<file path="src/hdl/rtc_defines.svh">
`ifndef RTC_DEFINES_SVH
`define RTC_DEFINES_SVH

// register byte offsets
`define OFS_SECOND 8'h00
`define OFS_MONTH  8'h04
`define OFS_YEAR   8'h08
`define OFS_GUARD  8'h0C
`define OFS_SRCSEL 8'h10
`define OFS_IEN    8'h14
`define OFS_IFLAG  8'h18
`define OFS_PRIO   8'h1C
`define OFS_IMASK  8'h20

// reset values
`define MONTH_RST  8'h01
`define YEAR_RST   8'h00
`define GUARD_RST  8'h00
`define SRCSEL_RST 8'h00
`define IEN_RST    8'h00
`define IFLAG_RST  8'h00
`define PRIO_RST   8'h00
`define IMASK_RST  8'h00

// field positions
`define BUSY_BIT   7
`define GUARD_BIT  7
`define SRCSEL_BIT 5
`define SEC_EN_BIT 2
`define PEND_BIT   1
`define PRIO_MSB   2
`define MONTH_MSB  4

// timing
`define CLK_HZ        25000000
`define TICK_PERIOD_S 1

`endif

</file>
<file path="src/hdl/rtc_pkg.sv">
package rtc_pkg;

  typedef logic [7:0] reg8_t;

  typedef enum logic {
    BUS_IDLE,
    BUS_READ
  } bus_state_t;

endpackage

</file>
<file path="src/hdl/cal_if.sv">
interface cal_if;

  logic              adv;
  logic              wr_month;
  logic              wr_year;
  rtc_pkg::reg8_t    wdata;
  rtc_pkg::reg8_t    month;
  rtc_pkg::reg8_t    year;

  modport ctrl
  (
    output adv,
    output wr_month,
    output wr_year,
    output wdata,
    input  month,
    input  year
  );

  modport cnt
  (
    input  adv,
    input  wr_month,
    input  wr_year,
    input  wdata,
    output month,
    output year
  );

endinterface

</file>
<file path="src/hdl/month_year_counter.sv">
`include "rtc_defines.svh"

module month_year_counter
(
  // clock and reset
  input  wire logic hclk,
  input  wire logic hresetn,
  // calendar port
  cal_if.cnt        cal
);

  rtc_pkg::reg8_t month_q;
  rtc_pkg::reg8_t year_q;
  logic           wrap_month;

  // month 12 rolls to 01 and carries a year
  assign wrap_month = (month_q == 8'h12);

  always_ff @(posedge hclk or negedge hresetn)
  begin
    if (!hresetn)
    begin
      month_q <= `MONTH_RST;
    end
    else if (cal.wr_month)
    begin
      // only b4..b0 exist; tens digit is a single bit
      month_q <= {3'h0, cal.wdata[`MONTH_MSB:0]};
    end
    else if (cal.adv)
    begin
      if (wrap_month)
      begin
        month_q <= 8'h01;
      end
      else if (month_q[3:0] == 4'h9)
      begin
        month_q <= 8'h10;
      end
      else
      begin
        month_q <= {3'h0, month_q[4], month_q[3:0] + 4'h1};
      end
    end
  end

  always_ff @(posedge hclk or negedge hresetn)
  begin
    if (!hresetn)
    begin
      year_q <= `YEAR_RST;
    end
    else if (cal.wr_year)
    begin
      year_q <= cal.wdata;
    end
    else if (cal.adv && wrap_month)
    begin
      if (year_q[3:0] != 4'h9)
      begin
        year_q <= {year_q[7:4], year_q[3:0] + 4'h1};
      end
      else if (year_q[7:4] != 4'h9)
      begin
        year_q <= {year_q[7:4] + 4'h1, 4'h0};
      end
      else
      begin
        // 99 wraps to 00
        year_q <= 8'h00;
      end
    end
  end

  assign cal.month = month_q;
  assign cal.year  = year_q;

endmodule

</file>
<file path="src/hdl/rtc_calendar_irq.sv">
// Implementation choices: the AHB-Lite interface to the registers and the register addresses.
`include "rtc_defines.svh"

module rtc_calendar_irq
#(
  parameter int unsigned TICKS_PER_SEC = `TICK_PERIOD_S * `CLK_HZ
)
(
  // clock and reset
  input  wire logic        hclk,
  input  wire logic        hresetn,
  // ahb-lite slave
  input  wire logic        hsel,
  input  wire logic [31:0] haddr,
  input  wire logic [1:0]  htrans,
  input  wire logic        hwrite,
  input  wire logic [2:0]  hsize,
  input  wire logic [31:0] hwdata,
  input  wire logic        hready,
  output logic      [31:0] hrdata,
  output logic             hreadyout,
  output logic             hresp,
  // carry from the date counter, one pulse per month end
  input  wire logic        month_carry,
  // interrupt
  output logic             irq,
  output logic      [2:0]  irq_level
);

  cal_if cal ();

  rtc_pkg::bus_state_t state_q;
  logic                hreadyout_q;
  logic [31:0]         hrdata_q;
  logic                wr_pend_q;
  logic [7:0]          addr_q;
  logic                accept;
  logic                wr_now;
  rtc_pkg::reg8_t      wbyte;

  rtc_pkg::reg8_t      guard_q;
  rtc_pkg::reg8_t      srcsel_q;
  rtc_pkg::reg8_t      ien_q;
  rtc_pkg::reg8_t      prio_q;
  rtc_pkg::reg8_t      imask_q;
  logic                pend_q;
  logic                busy_q;
  logic                irq_q;
  logic [2:0]          irq_level_q;

  logic [31:0]         div_q;
  logic                sec_tick;
  logic                time_wr_ok;
  logic                wr_month;
  logic                wr_year;
  logic                sec_event;
  rtc_pkg::reg8_t      rd_mux;

  // bus address phase and data phase
  assign accept = hsel && hready && htrans[1];
  assign wr_now = wr_pend_q;
  assign wbyte  = hwdata[7:0];

  always_ff @(posedge hclk or negedge hresetn)
  begin
    if (!hresetn)
    begin
      wr_pend_q <= 1'b0;
      addr_q    <= 8'h00;
    end
    else if (accept)
    begin
      wr_pend_q <= hwrite;
      addr_q    <= haddr[7:0];
    end
    else
    begin
      wr_pend_q <= 1'b0;
    end
  end

  // reads take one wait state so that read data comes straight from a flop
  always_ff @(posedge hclk or negedge hresetn)
  begin
    if (!hresetn)
    begin
      state_q     <= rtc_pkg::BUS_IDLE;
      hreadyout_q <= 1'b1;
      hrdata_q    <= 32'h0000_0000;
    end
    else
    begin
      case (state_q)
        rtc_pkg::BUS_IDLE:
        begin
          if (accept && !hwrite)
          begin
            state_q     <= rtc_pkg::BUS_READ;
            hreadyout_q <= 1'b0;
          end
        end
        rtc_pkg::BUS_READ:
        begin
          state_q     <= rtc_pkg::BUS_IDLE;
          hreadyout_q <= 1'b1;
          hrdata_q    <= {24'h00_0000, rd_mux};
        end
        default:
        begin
          state_q     <= rtc_pkg::BUS_IDLE;
          hreadyout_q <= 1'b1;
        end
      endcase
    end
  end

  always_comb
  begin
    case (addr_q)
      `OFS_SECOND: rd_mux = {busy_q, 7'h00};
      `OFS_MONTH:  rd_mux = cal.month;
      `OFS_YEAR:   rd_mux = cal.year;
      `OFS_GUARD:  rd_mux = guard_q;
      `OFS_SRCSEL: rd_mux = srcsel_q;
      `OFS_IEN:    rd_mux = ien_q;
      `OFS_IFLAG:  rd_mux = {6'h00, pend_q, 1'b0};
      `OFS_PRIO:   rd_mux = prio_q;
      `OFS_IMASK:  rd_mux = imask_q;
      default:     rd_mux = 8'h00;
    endcase
  end

  // one-second enable from the system clock
  always_ff @(posedge hclk or negedge hresetn)
  begin
    if (!hresetn)
    begin
      div_q <= 32'h0000_0000;
    end
    else if (div_q == TICKS_PER_SEC - 1)
    begin
      div_q <= 32'h0000_0000;
    end
    else
    begin
      div_q <= div_q + 32'h0000_0001;
    end
  end

  assign sec_tick = (div_q == TICKS_PER_SEC - 1);

  // time data writes pass only while the guard bit is 1
  assign time_wr_ok = guard_q[`GUARD_BIT];
  assign wr_month   = wr_now && (addr_q == `OFS_MONTH) && time_wr_ok;
  assign wr_year    = wr_now && (addr_q == `OFS_YEAR) && time_wr_ok;

  assign cal.adv      = month_carry;
  assign cal.wr_month = wr_month;
  assign cal.wr_year  = wr_year;
  assign cal.wdata    = wbyte;

  month_year_counter u_cnt
  (
    .hclk    (hclk),
    .hresetn (hresetn),
    .cal     (cal.cnt)
  );

  // control registers
  always_ff @(posedge hclk or negedge hresetn)
  begin
    if (!hresetn)
    begin
      guard_q <= `GUARD_RST;
    end
    else if (wr_now && addr_q == `OFS_GUARD)
    begin
      guard_q <= {wbyte[`GUARD_BIT], 7'h00};
    end
  end

  always_ff @(posedge hclk or negedge hresetn)
  begin
    if (!hresetn)
    begin
      srcsel_q <= `SRCSEL_RST;
    end
    else if (wr_now && addr_q == `OFS_SRCSEL)
    begin
      srcsel_q <= wbyte;
    end
  end

  always_ff @(posedge hclk or negedge hresetn)
  begin
    if (!hresetn)
    begin
      ien_q <= `IEN_RST;
    end
    else if (wr_now && addr_q == `OFS_IEN)
    begin
      ien_q <= wbyte;
    end
  end

  always_ff @(posedge hclk or negedge hresetn)
  begin
    if (!hresetn)
    begin
      prio_q <= `PRIO_RST;
    end
    else if (wr_now && addr_q == `OFS_PRIO)
    begin
      prio_q <= {5'h00, wbyte[`PRIO_MSB:0]};
    end
  end

  always_ff @(posedge hclk or negedge hresetn)
  begin
    if (!hresetn)
    begin
      imask_q <= `IMASK_RST;
    end
    else if (wr_now && addr_q == `OFS_IMASK)
    begin
      imask_q <= {6'h00, wbyte[`PEND_BIT], 1'b0};
    end
  end

  // per-second event, gated by its enable
  assign sec_event = sec_tick && ien_q[`SEC_EN_BIT];

  // a new second beats a clear written in the same cycle
  always_ff @(posedge hclk or negedge hresetn)
  begin
    if (!hresetn)
    begin
      pend_q <= `IFLAG_RST == 8'h00 ? 1'b0 : 1'b1;
    end
    else if (sec_event)
    begin
      pend_q <= 1'b1;
    end
    else if (wr_now && addr_q == `OFS_IFLAG && !wbyte[`PEND_BIT])
    begin
      pend_q <= 1'b0;
    end
  end

  // busy covers any cycle in which a time register changes
  always_ff @(posedge hclk or negedge hresetn)
  begin
    if (!hresetn)
    begin
      busy_q <= 1'b0;
    end
    else
    begin
      busy_q <= wr_month || wr_year || month_carry;
    end
  end

  // interrupt line and its priority level
  always_ff @(posedge hclk or negedge hresetn)
  begin
    if (!hresetn)
    begin
      irq_q <= 1'b0;
    end
    else
    begin
      // select 1 hands the line to another source not built here
      irq_q <= pend_q && imask_q[`PEND_BIT] && !srcsel_q[`SRCSEL_BIT];
    end
  end

  always_ff @(posedge hclk or negedge hresetn)
  begin
    if (!hresetn)
    begin
      irq_level_q <= 3'h0;
    end
    else
    begin
      irq_level_q <= prio_q[`PRIO_MSB:0];
    end
  end

  assign hrdata    = hrdata_q;
  assign hreadyout = hreadyout_q;
  assign hresp     = 1'b0;
  assign irq       = irq_q;
  assign irq_level = irq_level_q;

endmodule

</file>
<file path="config.mk">
export PLATFORM = sky130hd
export DESIGN_NAME = rtc_calendar_irq
export DESIGN_NICKNAME = d
export VERILOG_FILES = /design/src/hdl/rtc_pkg.sv /design/src/hdl/cal_if.sv /design/src/hdl/month_year_counter.sv /design/src/hdl/rtc_calendar_irq.sv
export VERILOG_INCLUDE_DIRS = /design/src /design/src/hdl
export SDC_FILE = /design/constraint.sdc
export NUM_CORES = 1
export LEC_CHECK = 0
export BUFFER_PORTS_ARGS = -buffer_cell sky130_fd_sc_hd__buf_2
export CAP_MARGIN = 25
export CORE_ASPECT_RATIO = 1.2
export CORE_MARGIN = 2
export CORE_UTILIZATION = 54
export CTS_CLUSTER_SIZE = 28
export DETAILED_ROUTE_END_ITERATION = 6
export PLACE_DENSITY_LB_ADDON = 0.25
export SYNTH_ARGS = -nofsm -noshare
export SYNTH_HDL_FRONTEND = slang
export SYNTH_SLANG_ARGS = --single-unit
export TNS_END_PERCENT = 1
</file>
<file path="constraint.sdc">
create_clock -name hclk -period 2.35 [get_ports hclk]
set_input_delay 0.3525 -clock hclk [delete_from_list [all_inputs] [get_ports hclk]]
set_output_delay 0.3525 -clock hclk [all_outputs]
set_load 0.005 [all_outputs]
</file>
==> impl_metrics.prom, run 1 <==
# TYPE chip_impl_metric gauge
chip_impl_metric{name="ys_seq_elements",unit=""} 91
chip_impl_metric{name="numCtsBuffers",unit=""} 9
chip_impl_metric{name="grt_remaining_overflow",unit=""} 0
chip_impl_metric{name="total_power",unit="mW"} 3.63
chip_impl_metric{name="synth-seq-area-share",unit=""} 0.499
chip_impl_info{name="critPathKind",value="reg -> reg"} 1
chip_impl_metric{name="post_dp_cell_area",unit="mm²"} 0.00487
chip_impl_metric{name="cts.sink_count",unit=""} 91
chip_impl_metric{name="antenna_violating_nets_post_route",unit=""} 0
chip_impl_info{name="worst_setup_path_start_kind",value="flop"} 1
chip_impl_info{name="ys_top_cells_by_count",value="89 x sky130_fd_sc_hd__dfrtp_1, 39 x sky130_fd_sc_hd__nor2_1, 37 x sky130_fd_sc_hd__nand2_1, 33 x sky130_fd_sc_hd__mux2_2, 26 x sky130_fd_sc_hd__buf_4"} 1
chip_impl_metric{name="post_synth_num_cell_types",unit=""} 56
chip_impl_metric{name="ctsLongestPathBuffers",unit=""} 2
chip_impl_info{name="yosysMostFrequentCell",value="sky130_fd_sc_hd__dfrtp_1"} 1
chip_impl_metric{name="grt_pass1_vias",unit=""} 3233
chip_impl_metric{name="fp.dieArea",unit="mm²"} 0.00922
chip_impl_info{name="critical_path.endpoint_type",value="flop"} 1
chip_impl_metric{name="layout-area-overhead-vs-synth",unit="%"} 11.5
chip_impl_metric{name="wp_data_required",unit="ns"} 2.66
chip_impl_metric{name="power_leakage",unit="nW"} 2.32
chip_impl_info{name="setup_repair_after_global_routing_missed_its_margin",value="false"} 1
chip_impl_info{name="min_path_type",value="in -> reg"} 1
chip_impl_metric{name="critical_path_peak_fanout",unit=""} 9
chip_impl_metric{name="worst_skew_pair.late_latency",unit="ns"} 0.37
chip_impl_metric{name="max_freq",unit="MHz"} 503
chip_impl_metric{name="grt_start_max_net_pins",unit=""} 45
chip_impl_metric{name="core-area",unit="mm²"} 0.00815
chip_impl_metric{name="hold_viol",unit=""} 0
chip_impl_metric{name="maxSlewViolCount",unit=""} 0
chip_impl_metric{name="synth_top_area_frac",unit=""} 0.487
chip_impl_metric{name="std_cell_rows",unit=""} 36
chip_impl_metric{name="worst_margin_slew",unit="ns"} 0.520
chip_impl_info{name="synth_largest_area_cell",value="sky130_fd_sc_hd__dfrtp_1"} 1
chip_impl_metric{name="timing.setup.tns",unit="ns"} 0
chip_impl_metric{name="wire_length_of_the_first_global_routing_pass",unit="µm"} 15400
chip_impl_metric{name="routed-via-count",unit=""} 3315
chip_impl_metric{name="power_density",unit="mW/mm²"} 713
chip_impl_metric{name="io_buffer_count",unit=""} 35
chip_impl_metric{name="crit_path_dat",unit="ns"} 2.30
chip_impl_metric{name="floorplan.die.width",unit="µm"} 88.0
chip_impl_info{name="synth_ff_type",value="sky130_fd_sc_hd__dfrtp_1"} 1
chip_impl_metric{name="wl_per_cell",unit="µm"} 15.1
chip_impl_metric{name="clk_pin_slew_worst_paths",unit="ns"} 0.09
chip_impl_metric{name="grt_antenna_before_repair",unit=""} 0
chip_impl_metric{name="synthesis.instances",unit=""} 442
chip_impl_metric{name="syn-mean-instance-area",unit="µm²"} 10.3
chip_impl_metric{name="layout_worst_path_cycle_share",unit=""} 0.846
chip_impl_metric{name="synth.yosys.warnings",unit=""} 0
chip_impl_metric{name="worst_ir_drop_vdd",unit="V"} 0.000479
chip_impl_metric{name="cts_resized",unit=""} 0
chip_impl_metric{name="grt.total_usage",unit=""} 0.216
chip_impl_metric{name="via_per_inst",unit=""} 5.43
chip_impl_metric{name="dr.first_iter.drc_count",unit=""} 162
chip_impl_metric{name="fp.dieH",unit="µm"} 105
chip_impl_metric{name="ios",unit=""} 113
chip_impl_metric{name="synth_enable_flop_cells",unit=""} 0
chip_impl_metric{name="antennaDiodeCount",unit=""} 0
chip_impl_metric{name="post_route_cells_drive_above_1_share",unit=""} 0.214
chip_impl_metric{name="min_cycle_time_layout",unit="ns"} 1.99
chip_impl_metric{name="design.final.nets",unit=""} 569
chip_impl_info{name="clk_root_buffer_cell",value="sky130_fd_sc_hd__clkbuf_8"} 1
chip_impl_metric{name="setup_viol_count_final",unit=""} 0
chip_impl_metric{name="fin_area",unit="mm²"} 0.00510
chip_impl_metric{name="firstDrtPassIters",unit=""} 4
chip_impl_metric{name="placed_cells_incl_taps",unit=""} 593
chip_impl_metric{name="max_slew_margin",unit=""} 0.651
chip_impl_metric{name="htree_num_levels",unit=""} 3
chip_impl_metric{name="cap_violations",unit=""} 0
chip_impl_metric{name="post-route-drc-count",unit=""} 0
chip_impl_metric{name="gpl.final_weighted_congestion",unit=""} 0.862
chip_impl_metric{name="hpwl",unit="µm"} 6750
chip_impl_metric{name="final_cells",unit=""} 610
chip_impl_info{name="tritoncts",value="yes"} 1
chip_impl_info{name="dominant_cells_by_area_after_synthesis",value="sky130_fd_sc_hd__dfrtp_1 49%, sky130_fd_sc_hd__mux2_2 8.1%, sky130_fd_sc_hd__buf_4 4.3%, sky130_fd_sc_hd__xnor2_1 3.4%, sky130_fd_sc_hd__nor2_1 3.2%"} 1
chip_impl_metric{name="clock_skew",unit="ns"} 0.0148
chip_impl_metric{name="final_cell_utilization_of_the_core",unit=""} 0.625
chip_impl_metric{name="start_util",unit=""} 0.561
chip_impl_metric{name="async_flop_share",unit=""} 1.00
chip_impl_info{name="run_status",value="finished clean"} 1
chip_impl_metric{name="route.final.wire_length",unit="µm"} 9220
chip_impl_metric{name="syn-cell-area",unit="mm²"} 0.00457
==> layout by cell type, fill, tap and decap left out, types with 12 or more instances in the layout <==
| cell type | instances |
|---|---|
| sky130_fd_sc_hd__buf_4 | 16 |
| sky130_fd_sc_hd__nand3_1 | 20 |
| sky130_fd_sc_hd__xor2_1 | 12 |
| sky130_fd_sc_hd__a21oi_1 | 13 |
| sky130_fd_sc_hd__dfrtp_1 | 89 |
| sky130_fd_sc_hd__nor2_1 | 39 |
| sky130_fd_sc_hd__nand2_1 | 37 |
| sky130_fd_sc_hd__nand4_1 | 15 |
| sky130_fd_sc_hd__inv_1 | 21 |
| sky130_fd_sc_hd__xnor2_1 | 18 |
| sky130_fd_sc_hd__buf_2 | 34 |
| sky130_fd_sc_hd__conb_1 | 25 |
| sky130_fd_sc_hd__mux2_2 | 33 |
| sky130_fd_sc_hd__o21ai_0 | 17 |
==> timing repair <==
action	CTS	global route
hold buffers	1	0
setup buffers	0	0
endpoints found under the hold margin	22	0
==> per-stage QoR <==
stage / hold WS, ns / setup slack (ns)
floorplan: 0.0569 / 0.599
CTS: 0.155 / 0.360
global placement: 0.273 / 0.382
detailed placement: 0.274 / 0.388
global route: 0.174 / 0.0439
finish: 0.165 / 0.363
==> cell families (layout without fill, tap and decap cells) <==
group,Yosys count,after routing,synth area share
other cells,1,25,0.000820
mux,41,41,0.0988
buf+inv,59,89,0.0709
flops,91,91,0.499
xor+xnor,30,30,0.0575
simple gates,156,156,0.180
fa+ha+maj,3,3,0.00821
compound gates,61,61,0.0846
==> registers in the layout, summed over array words and instances (netlist names), 3 cells and up <==
| signal | cells |
|---|---|
| irq_level | 3 |
| div_q | 32 |
| u_cnt.cal.month | 5 |
| addr_q | 8 |
| ien_q | 8 |
| srcsel_q | 8 |
| prio_q | 3 |
| hrdata | 8 |
| u_cnt.cal.year | 8 |
==> final timing paths <==
| path | endpoint | start | slack [ns] | cells past startpoint |
|---|---|---|---|---|
| min | state_q$_DFF_PN0_ | hwrite | 0.17 | 2 |
| max reg2reg | pend_q$_DFFE_PN0P_ | div_q[0]$_DFF_PN0_ | 0.36 | 7 |
| max | pend_q$_DFFE_PN0P_ | div_q[0]$_DFF_PN0_ | 0.36 | 7 |
| min in group asynchronous | div_q[17]$_DFF_PN0_ | hresetn | 0.42 | 2 |
| min reg2reg | irq_level[1]$_DFF_PN0_ | prio_q[1]$_DFFE_PN0P_ | 0.41 | 0 |
| max in group asynchronous | hreadyout$_DFFE_PN1P_ | hresetn | 1.25 | 3 |
==> final cells by class <==
cell class / instances / area (µm²)
multi-input combinational: 316 / 2060
sequential: 91 / 2280
clock inverter: 4 / 73.8
tap: 114 / 143
timing repair buffer: 52 / 320
inverter: 21 / 78.8
clock buffer: 12 / 145
fill: 679 / 3060
==> per-layer routing <==
| metal | global-route usage | up-vias | wire, µm |
|---|---|---|---|
| li1 | - | 1614 | - |
| met1 | 0.265 | 1634 | 3860 |
| met2 | 0.369 | 53 | 4950 |
| met3 | 0.0434 | 14 | 267 |
| met4 | 0.0813 | 0 | 143 |
| met5 | 0 | - | 0 |
==> where the power goes <==
group / leakage (nW) / internal (mW) / switching (mW)
registers: 1.15 / 1.71 / 0.179
logic: 1.06 / 0.274 / 0.301
clock network: 0.111 / 0.630 / 0.542
total: 2.32 / 2.61 / 1.02
==> critical path, cell delays in order (launching register included) <==
cell and delay (ns):
sky130_fd_sc_hd__dfrtp_1 0.40, sky130_fd_sc_hd__ha_1 0.20, sky130_fd_sc_hd__nand3_1 0.11, sky130_fd_sc_hd__nor4_1 0.33, sky130_fd_sc_hd__nand2_1 0.20, sky130_fd_sc_hd__nor2_1 0.31, sky130_fd_sc_hd__buf_4 0.23, sky130_fd_sc_hd__a22o_1 0.14
Power figures use the tool's default switching activity.
==> run 2, diff against run 1 <==
Settings changed: CORE_UTILIZATION 54 to 48.
Clock period 2.35 ns to 1.7 ns, I/O delays scaled along.
==> run 2 against run 1 <==
Clock skew fell by 0.011 ns. Design area rose by 10%. Maximum frequency increased by 18%. First-iteration DRC count fell by 19%. Critical path depth shrank 1. Worst hold slack lost 0.037 ns. Non-clock buffer count is 43 higher. Flip-flop and latch count stayed put. Wire length grew 7.3%. Sequential share of layout area fell by 4.2 points. Cell count rose by 8.5%. Critical path type unchanged.
==> impl_metrics.prom, run 2 (synthesized netlist as in run 1, its figures left out) <==
# TYPE chip_impl_metric gauge
chip_impl_info{name="critPathKind",value="reg -> reg"} 1
chip_impl_metric{name="cap_violations",unit=""} 0
chip_impl_metric{name="route.final.wire_length",unit="µm"} 9900
chip_impl_metric{name="power.net_switching",unit="mW"} 1.52
chip_impl_metric{name="worst_margin_slew",unit="ns"} 0.501
chip_impl_metric{name="power_density",unit="mW/mm²"} 1000
chip_impl_metric{name="wl_per_cell",unit="µm"} 15.0
chip_impl_metric{name="ctsLongestPathBuffers",unit=""} 2
chip_impl_metric{name="grt_antenna_before_repair",unit=""} 0
chip_impl_metric{name="fp.dieH",unit="µm"} 111
chip_impl_metric{name="max_slew_margin",unit=""} 0.665
chip_impl_metric{name="post-route-drc-count",unit=""} 0
chip_impl_metric{name="setup_viol_count_final",unit=""} 0
chip_impl_metric{name="std_cell_rows",unit=""} 39
chip_impl_info{name="clk_root_buffer_cell",value="sky130_fd_sc_hd__clkbuf_16"} 1
chip_impl_metric{name="crit_path_dat",unit="ns"} 1.96
chip_impl_metric{name="firstDrtPassIters",unit=""} 4
chip_impl_metric{name="floorplan.die.width",unit="µm"} 93.1
chip_impl_metric{name="grt_start_max_net_pins",unit=""} 36
chip_impl_info{name="setup_repair_after_global_routing_missed_its_margin",value="true"} 1
chip_impl_info{name="critical_path.endpoint_type",value="flop"} 1
chip_impl_info{name="run_status",value="finished clean"} 1
chip_impl_metric{name="hold_ws",unit="ns"} 0.128
chip_impl_metric{name="power_leakage",unit="nW"} 2.58
chip_impl_metric{name="min_cycle_time_layout",unit="ns"} 1.69
chip_impl_metric{name="start_util",unit=""} 0.485
chip_impl_metric{name="clock_skew",unit="ns"} 0.00398
chip_impl_metric{name="antenna_violating_nets_post_route",unit=""} 0
chip_impl_metric{name="htree_num_levels",unit=""} 3
chip_impl_metric{name="dr.first_iter.drc_count",unit=""} 131
chip_impl_metric{name="grt.total_usage",unit=""} 0.203
chip_impl_metric{name="max_freq",unit="MHz"} 592
chip_impl_metric{name="seqPwrFrac",unit=""} 0.452
chip_impl_metric{name="via_per_inst",unit=""} 5.21
chip_impl_metric{name="worst_ir_drop_vdd",unit="V"} 0.000780
chip_impl_metric{name="final_cell_utilization_of_the_core",unit=""} 0.597
chip_impl_metric{name="numCtsBuffers",unit=""} 9
chip_impl_metric{name="hpwl",unit="µm"} 7360
chip_impl_metric{name="critical_path_peak_fanout",unit=""} 3
chip_impl_metric{name="cts.sink_count",unit=""} 91
chip_impl_info{name="layout_common_cells",value="88 x sky130_fd_sc_hd__dfrtp_1, 58 x sky130_fd_sc_hd__buf_4, 37 x sky130_fd_sc_hd__nand2_1"} 1
chip_impl_metric{name="worst_skew_pair.late_latency",unit="ns"} 0.34
chip_impl_metric{name="setup_slack",unit="ns"} 0.0107
chip_impl_metric{name="core-area",unit="mm²"} 0.00942
chip_impl_metric{name="antennaDiodeCount",unit=""} 0
chip_impl_metric{name="layout_worst_path_cycle_share",unit=""} 0.994
chip_impl_info{name="registers.top_by_ff_count",value="div_q"} 1
chip_impl_metric{name="fp.dieArea",unit="mm²"} 0.0103
chip_impl_metric{name="ios",unit=""} 113
chip_impl_metric{name="layout-area-overhead-vs-synth",unit="%"} 23.1
chip_impl_metric{name="gpl.final_weighted_congestion",unit=""} 0.775
chip_impl_metric{name="place_ws",unit="ns"} -0.0115
chip_impl_metric{name="wire_length_of_the_first_global_routing_pass",unit="µm"} 16500
chip_impl_metric{name="largest_reg_flops",unit=""} 32
chip_impl_metric{name="grt_remaining_overflow",unit=""} 0
chip_impl_metric{name="post_route_cells_drive_above_1_share",unit=""} 0.310
chip_impl_metric{name="maxSlewViolCount",unit=""} 0
chip_impl_metric{name="clock_power_share",unit=""} 0.367
chip_impl_metric{name="p_int",unit="mW"} 4.12
chip_impl_metric{name="io_buffer_count",unit=""} 35
chip_impl_metric{name="switching_share",unit=""} 0.270
chip_impl_info{name="tritoncts",value="yes"} 1
chip_impl_metric{name="grt_pass1_vias",unit=""} 3637
chip_impl_metric{name="total_power",unit="mW"} 5.64
chip_impl_info{name="worst_setup_path_start_kind",value="flop"} 1
chip_impl_info{name="layout.cells.most_common",value="sky130_fd_sc_hd__dfrtp_1"} 1
chip_impl_info{name="min_path_type",value="in -> reg"} 1
chip_impl_metric{name="wp_data_required",unit="ns"} 1.97
chip_impl_metric{name="routed-via-count",unit=""} 3450
chip_impl_metric{name="clk_pin_slew_worst_paths",unit="ns"} 0.06
chip_impl_metric{name="comb_power_share",unit=""} 0.182
chip_impl_metric{name="hold_viol",unit=""} 0
chip_impl_metric{name="design.final.nets",unit=""} 612
## run 2: critical path, cell delays in order (launching register included)
cell and delay, ns:
sky130_fd_sc_hd__dfrtp_1 0.35, sky130_fd_sc_hd__buf_4 0.12, sky130_fd_sc_hd__nand4_1 0.23, sky130_fd_sc_hd__nor3_4 0.22, sky130_fd_sc_hd__nand4_1 0.14, sky130_fd_sc_hd__or4b_1 0.48
sky130_fd_sc_hd__o21ai_1 0.09
## run 2: final timing paths
path | startpoint | end | slack (ns) | depth (start not counted)
max | div_q[0]$_DFF_PN0_ | div_q[19]$_DFF_PN0_ | 0.01 | 6
max in group asynchronous | hresetn | u_cnt.cal.month[0]$_DFFE_PN1P_ | 0.72 | 3
min in group asynchronous | hresetn | div_q[2]$_DFF_PN0_ | 0.39 | 2
min reg2reg | prio_q[1]$_DFFE_PN0P_ | irq_level[1]$_DFF_PN0_ | 0.41 | 0
max reg2reg | div_q[0]$_DFF_PN0_ | div_q[19]$_DFF_PN0_ | 0.01 | 6
min | hwrite | state_q$_DFF_PN0_ | 0.13 | 2
## run 2: layout make-up
type | instances | area [µm²]
Clock buffer | 13 | 270
Clock inverter | 3 | 45.0
Inverter | 21 | 78.8
Timing Repair Buffer | 95 | 647
Tap cell | 123 | 154
Fill cell | 815 | 3790
Multi-Input combinational cell | 316 | 2150
Sequential cell | 91 | 2280
## run 2: stage by stage
| step | setup TNS (ns) | instance area, µm² | instances |
|---|---|---|---|
| final | 0 | 5630 | 662 |
| after global routing | -0.464 | 5630 | 662 |
| after CTS | -0.0205 | 5540 | 661 |
| after detailed placement | -0.0225 | 5200 | 644 |
| after global placement | 0 | 5200 | 644 |
| after floorplan | 0 | 4670 | 466 |
## run 2: power groups by stage
stage,Sequential (mW),Clock (mW),Combinational (mW)
final,2.55,2.07,1.02
after global routing,2.57,2.19,1.15
after CTS,2.54,2.11,1.00
after detailed placement,2.57,0,0.993
after global placement,2.56,0,0.967
after floorplan,2.53,0,0.677
## run 2: timing repair
item	4_1_cts	5_1_grt
hold buffers	1	0
buffers inserted	0	1
resized for setup	2	21
setup endpoints to repair	4	44
pin swaps	1	4
endpoints found under the hold margin	28	0
## run 2: per-layer routing
layer | vias up | wire (µm) | track usage
met5 | - | 0 | 0
met4 | 0 | 172 | 0.0696
met3 | 12 | 250 | 0.0333
met2 | 51 | 5340 | 0.366
met1 | 1693 | 4130 | 0.242
li1 | 1694 | - | -
==> run 3, diff against run 2 <==
Settings changed: SETUP_SLACK_MARGIN set to 0.15.
==> run 3 against run 2 <==
Cell count did not move. Largest power group unchanged. Via count increased by 1.8%. Worst setup slack improved by 0.017 ns. Register-to-register slack improved by 0.02 ns. Sequential power barely moved. Combinational power hardly changed. Critical endpoint is now hrdata[1]$_DFFE_PN0P_. Critical path type unchanged. Critical path depth unchanged. Clock skew rose by 0.0057 ns. Design area increased by 1.8%.
==> impl_metrics.prom, run 3 (synthesized netlist as in run 1, its figures left out) <==
# TYPE chip_impl_metric gauge
chip_impl_metric{name="antennaDiodeCount",unit=""} 0
chip_impl_metric{name="worst_margin_slew",unit="ns"} 0.507
chip_impl_info{name="critPathKind",value="reg -> reg"} 1
chip_impl_metric{name="cap_violations",unit=""} 0
chip_impl_metric{name="worst_ir_drop_vdd",unit="V"} 0.000858
chip_impl_metric{name="met3_usage",unit=""} 0.0496
chip_impl_info{name="layout.cells.most_common",value="sky130_fd_sc_hd__dfrtp_1"} 1
chip_impl_info{name="timing.critical_path.max_delay_family",value="compound AO/OA/AOI/OAI gates"} 1
chip_impl_metric{name="layout_worst_path_cycle_share",unit=""} 0.983
chip_impl_info{name="worstReg2RegStart",value="addr_q[3]$_DFFE_PN0P_"} 1
chip_impl_metric{name="hpwl",unit="µm"} 7330
chip_impl_info{name="tritoncts",value="yes"} 1
chip_impl_metric{name="critical_path.max_stage_delay",unit="ns"} 0.42
chip_impl_metric{name="wl_per_cell",unit="µm"} 15.3
chip_impl_metric{name="antenna_violating_nets_post_route",unit=""} 0
chip_impl_info{name="grt_busiest_layer",value="met2"} 1
chip_impl_metric{name="critical_path_peak_fanout",unit=""} 5
chip_impl_metric{name="hold_viol",unit=""} 0
chip_impl_metric{name="grt.total_usage",unit=""} 0.207
chip_impl_info{name="clk_root_buffer_cell",value="sky130_fd_sc_hd__clkbuf_16"} 1
chip_impl_metric{name="design.final.nets",unit=""} 612
chip_impl_metric{name="grt_start_max_net_pins",unit=""} 29
chip_impl_metric{name="timing.setup.tns",unit="ns"} 0
chip_impl_metric{name="ctsLongestPathBuffers",unit=""} 2
chip_impl_metric{name="post-route-drc-count",unit=""} 0
chip_impl_info{name="critical_path.endpoint_type",value="flop"} 1
chip_impl_metric{name="hold-path-cell-count",unit=""} 2
chip_impl_info{name="hp-start",value="hwrite"} 1
chip_impl_metric{name="post_dp_cell_area",unit="mm²"} 0.00520
chip_impl_metric{name="gpl.final_weighted_congestion",unit=""} 0.841
chip_impl_metric{name="fin_area",unit="mm²"} 0.00573
chip_impl_info{name="timing.rr.end",value="hrdata[1]$_DFFE_PN0P_"} 1
chip_impl_metric{name="max_slew_margin",unit=""} 0.661
chip_impl_info{name="registers.top_by_ff_count",value="div_q"} 1
chip_impl_metric{name="grt_remaining_overflow",unit=""} 0
chip_impl_metric{name="numCtsBuffers",unit=""} 9
chip_impl_info{name="min_path_type",value="in -> reg"} 1
chip_impl_metric{name="worst_skew_pair.late_latency",unit="ns"} 0.35
chip_impl_metric{name="power_density",unit="mW/mm²"} 959
chip_impl_metric{name="setup_viol_count_final",unit=""} 0
chip_impl_metric{name="met2_usage",unit=""} 0.343
chip_impl_info{name="cp_slowest_cell",value="sky130_fd_sc_hd__dfrtp_1"} 1
chip_impl_metric{name="min_cycle_time_layout",unit="ns"} 1.67
chip_impl_metric{name="max_freq",unit="MHz"} 598
chip_impl_metric{name="layout-area-overhead-vs-synth",unit="%"} 25.3
chip_impl_metric{name="wire_length_of_the_first_global_routing_pass",unit="µm"} 16800
chip_impl_info{name="setup_repair_after_global_routing_missed_its_margin",value="true"} 1
chip_impl_metric{name="fp.dieH",unit="µm"} 111
chip_impl_metric{name="grt_util_met1",unit=""} 0.259
chip_impl_metric{name="final_cell_utilization_of_the_core",unit=""} 0.608
chip_impl_metric{name="ios",unit=""} 113
chip_impl_metric{name="worstPathBufferInverterCount",unit=""} 1
chip_impl_metric{name="dr.first_iter.drc_count",unit=""} 164
chip_impl_metric{name="setup_slack_on_the_worst_flop_to_flop_path",unit="ns"} 0.03
chip_impl_metric{name="largest_reg_flops",unit=""} 32
chip_impl_metric{name="timing.reg2reg.worst_path_depth",unit=""} 6
chip_impl_metric{name="firstDrtPassIters",unit=""} 4
chip_impl_metric{name="power_leakage",unit="nW"} 2.61
chip_impl_info{name="path_cells",value="buf_6 -> and3b_1 -> a311oi_2 -> a211oi_2 -> a221o_1 -> mux2_4"} 1
chip_impl_metric{name="start_util",unit=""} 0.485
chip_impl_metric{name="fp.dieArea",unit="mm²"} 0.0103
chip_impl_metric{name="clk_pin_slew_worst_paths",unit="ns"} 0.07
chip_impl_metric{name="route.final.wire_length",unit="µm"} 10100
chip_impl_metric{name="grt_antenna_before_repair",unit=""} 0
chip_impl_metric{name="floorplan.die.width",unit="µm"} 93.1
chip_impl_metric{name="cts.sink_count",unit=""} 91
chip_impl_metric{name="crit_path_dat",unit="ns"} 1.91
chip_impl_metric{name="grt_pass1_vias",unit=""} 3535
chip_impl_metric{name="via_per_inst",unit=""} 5.31
chip_impl_info{name="hold_path_endpoint",value="state_q$_DFF_PN0_"} 1
chip_impl_info{name="run_status",value="finished clean"} 1
chip_impl_metric{name="post_route_cells_drive_above_1_share",unit=""} 0.341
chip_impl_metric{name="routed-via-count",unit=""} 3513
chip_impl_info{name="layout_common_cells",value="83 x sky130_fd_sc_hd__dfrtp_1, 53 x sky130_fd_sc_hd__buf_4, 35 x sky130_fd_sc_hd__nand2_1"} 1
chip_impl_info{name="worst_setup_path_start_kind",value="flop"} 1
chip_impl_metric{name="wp_data_required",unit="ns"} 1.93
chip_impl_metric{name="std_cell_rows",unit=""} 39
chip_impl_metric{name="maxSlewViolCount",unit=""} 0
chip_impl_metric{name="clock_skew",unit="ns"} 0.00970
chip_impl_metric{name="htree_num_levels",unit=""} 3
chip_impl_metric{name="core-area",unit="mm²"} 0.00942
chip_impl_metric{name="io_buffer_count",unit=""} 35
run 3: cell types whose count changed in the layout (fill, tap and decap cells not counted), moves of 2 or more:
cell / previous run / this run
sky130_fd_sc_hd__buf_4: 58 / 53
sky130_fd_sc_hd__nand2_2: 0 / 2
sky130_fd_sc_hd__buf_6: 1 / 5
sky130_fd_sc_hd__clkinv_2: 0 / 2
sky130_fd_sc_hd__nor2_4: 0 / 5
sky130_fd_sc_hd__dfrtp_1: 88 / 83
sky130_fd_sc_hd__nand3_1: 19 / 17
sky130_fd_sc_hd__nand3_4: 0 / 2
sky130_fd_sc_hd__nand2_1: 37 / 35
sky130_fd_sc_hd__nor2_1: 35 / 31
sky130_fd_sc_hd__dfrtp_2: 1 / 6
sky130_fd_sc_hd__clkinvlp_4: 2 / 0
run 3: report_power, final:
| group | internal (mW) | total [mW] | switching, mW |
|---|---|---|---|
| combinational | 0.501 | 1.02 | 0.523 |
| sequential | 2.37 | 2.55 | 0.188 |
| clock | 1.11 | 1.92 | 0.808 |
| total | 3.97 | 5.49 | 1.52 |
run 3: area by class of cell:
type,count,area (µm²)
inverter,21,78.8
multi-input combinational,316,2250
timing repair buffer,95,669
sequential,91,2290
clock inverter,2,10.0
fill,798,3690
clock buffer,14,274
tap,123,154
run 3: stage by stage:
step	power, mW	cells	setup WS [ns]	hold slack [ns]
finish	5.49	662	0.0282	0.133
global route	5.79	662	-0.0522	0.134
floorplan	3.21	466	0.0261	-0.0406
detailed placement	3.56	643	-0.106	0.201
global placement	3.54	643	-0.0872	0.205
CTS	5.50	661	0.0357	0.127
run 3: worst max-delay path by stage:
stage,from,slack [ns],cells past startpoint,end
global route,addr_q[3]$_DFFE_PN0P_,-0.05,5,imask_q[1]$_DFFE_PN0P_
CTS,addr_q[3]$_DFFE_PN0P_,0.04,6,u_cnt.cal.year[7]$_DFFE_PN0P_
global placement,div_q[0]$_DFF_PN0_,-0.09,7,div_q[21]$_DFF_PN0_
detailed placement,div_q[0]$_DFF_PN0_,-0.11,7,div_q[21]$_DFF_PN0_
finish,addr_q[3]$_DFFE_PN0P_,0.03,6,hrdata[1]$_DFFE_PN0P_
floorplan,u_cnt.cal.month[3]$_DFFE_PN0P_,0.03,4,u_cnt.cal.year[6]$_DFFE_PN0P_
run 3: routing by layer:
metal  part of all wire  wire length (µm)
met5                  0                 0
met4              0.028               289
met3              0.041               412
met2               0.52              5310
met1               0.41              4140
run 3: what timing repair did:
item | 4_1_cts | 5_1_grt
resized for setup | 12 | 45
endpoints found under the hold margin | 23 | 0
hold buffers | 1 | 0
endpoints found under the setup margin | 55 | 62
pin swaps | 5 | 20
cloned | 0 | 1
buffers inserted | 1 | 0
run 3: worst register-to-register path, stage by stage (launching register included):
cell and delay, ns:
sky130_fd_sc_hd__dfrtp_1 0.42, sky130_fd_sc_hd__buf_6 0.14, sky130_fd_sc_hd__and3b_1 0.19, sky130_fd_sc_hd__a311oi_2 0.22, sky130_fd_sc_hd__a211oi_2 0.08, sky130_fd_sc_hd__a221o_1 0.27
sky130_fd_sc_hd__mux2_4 0.26
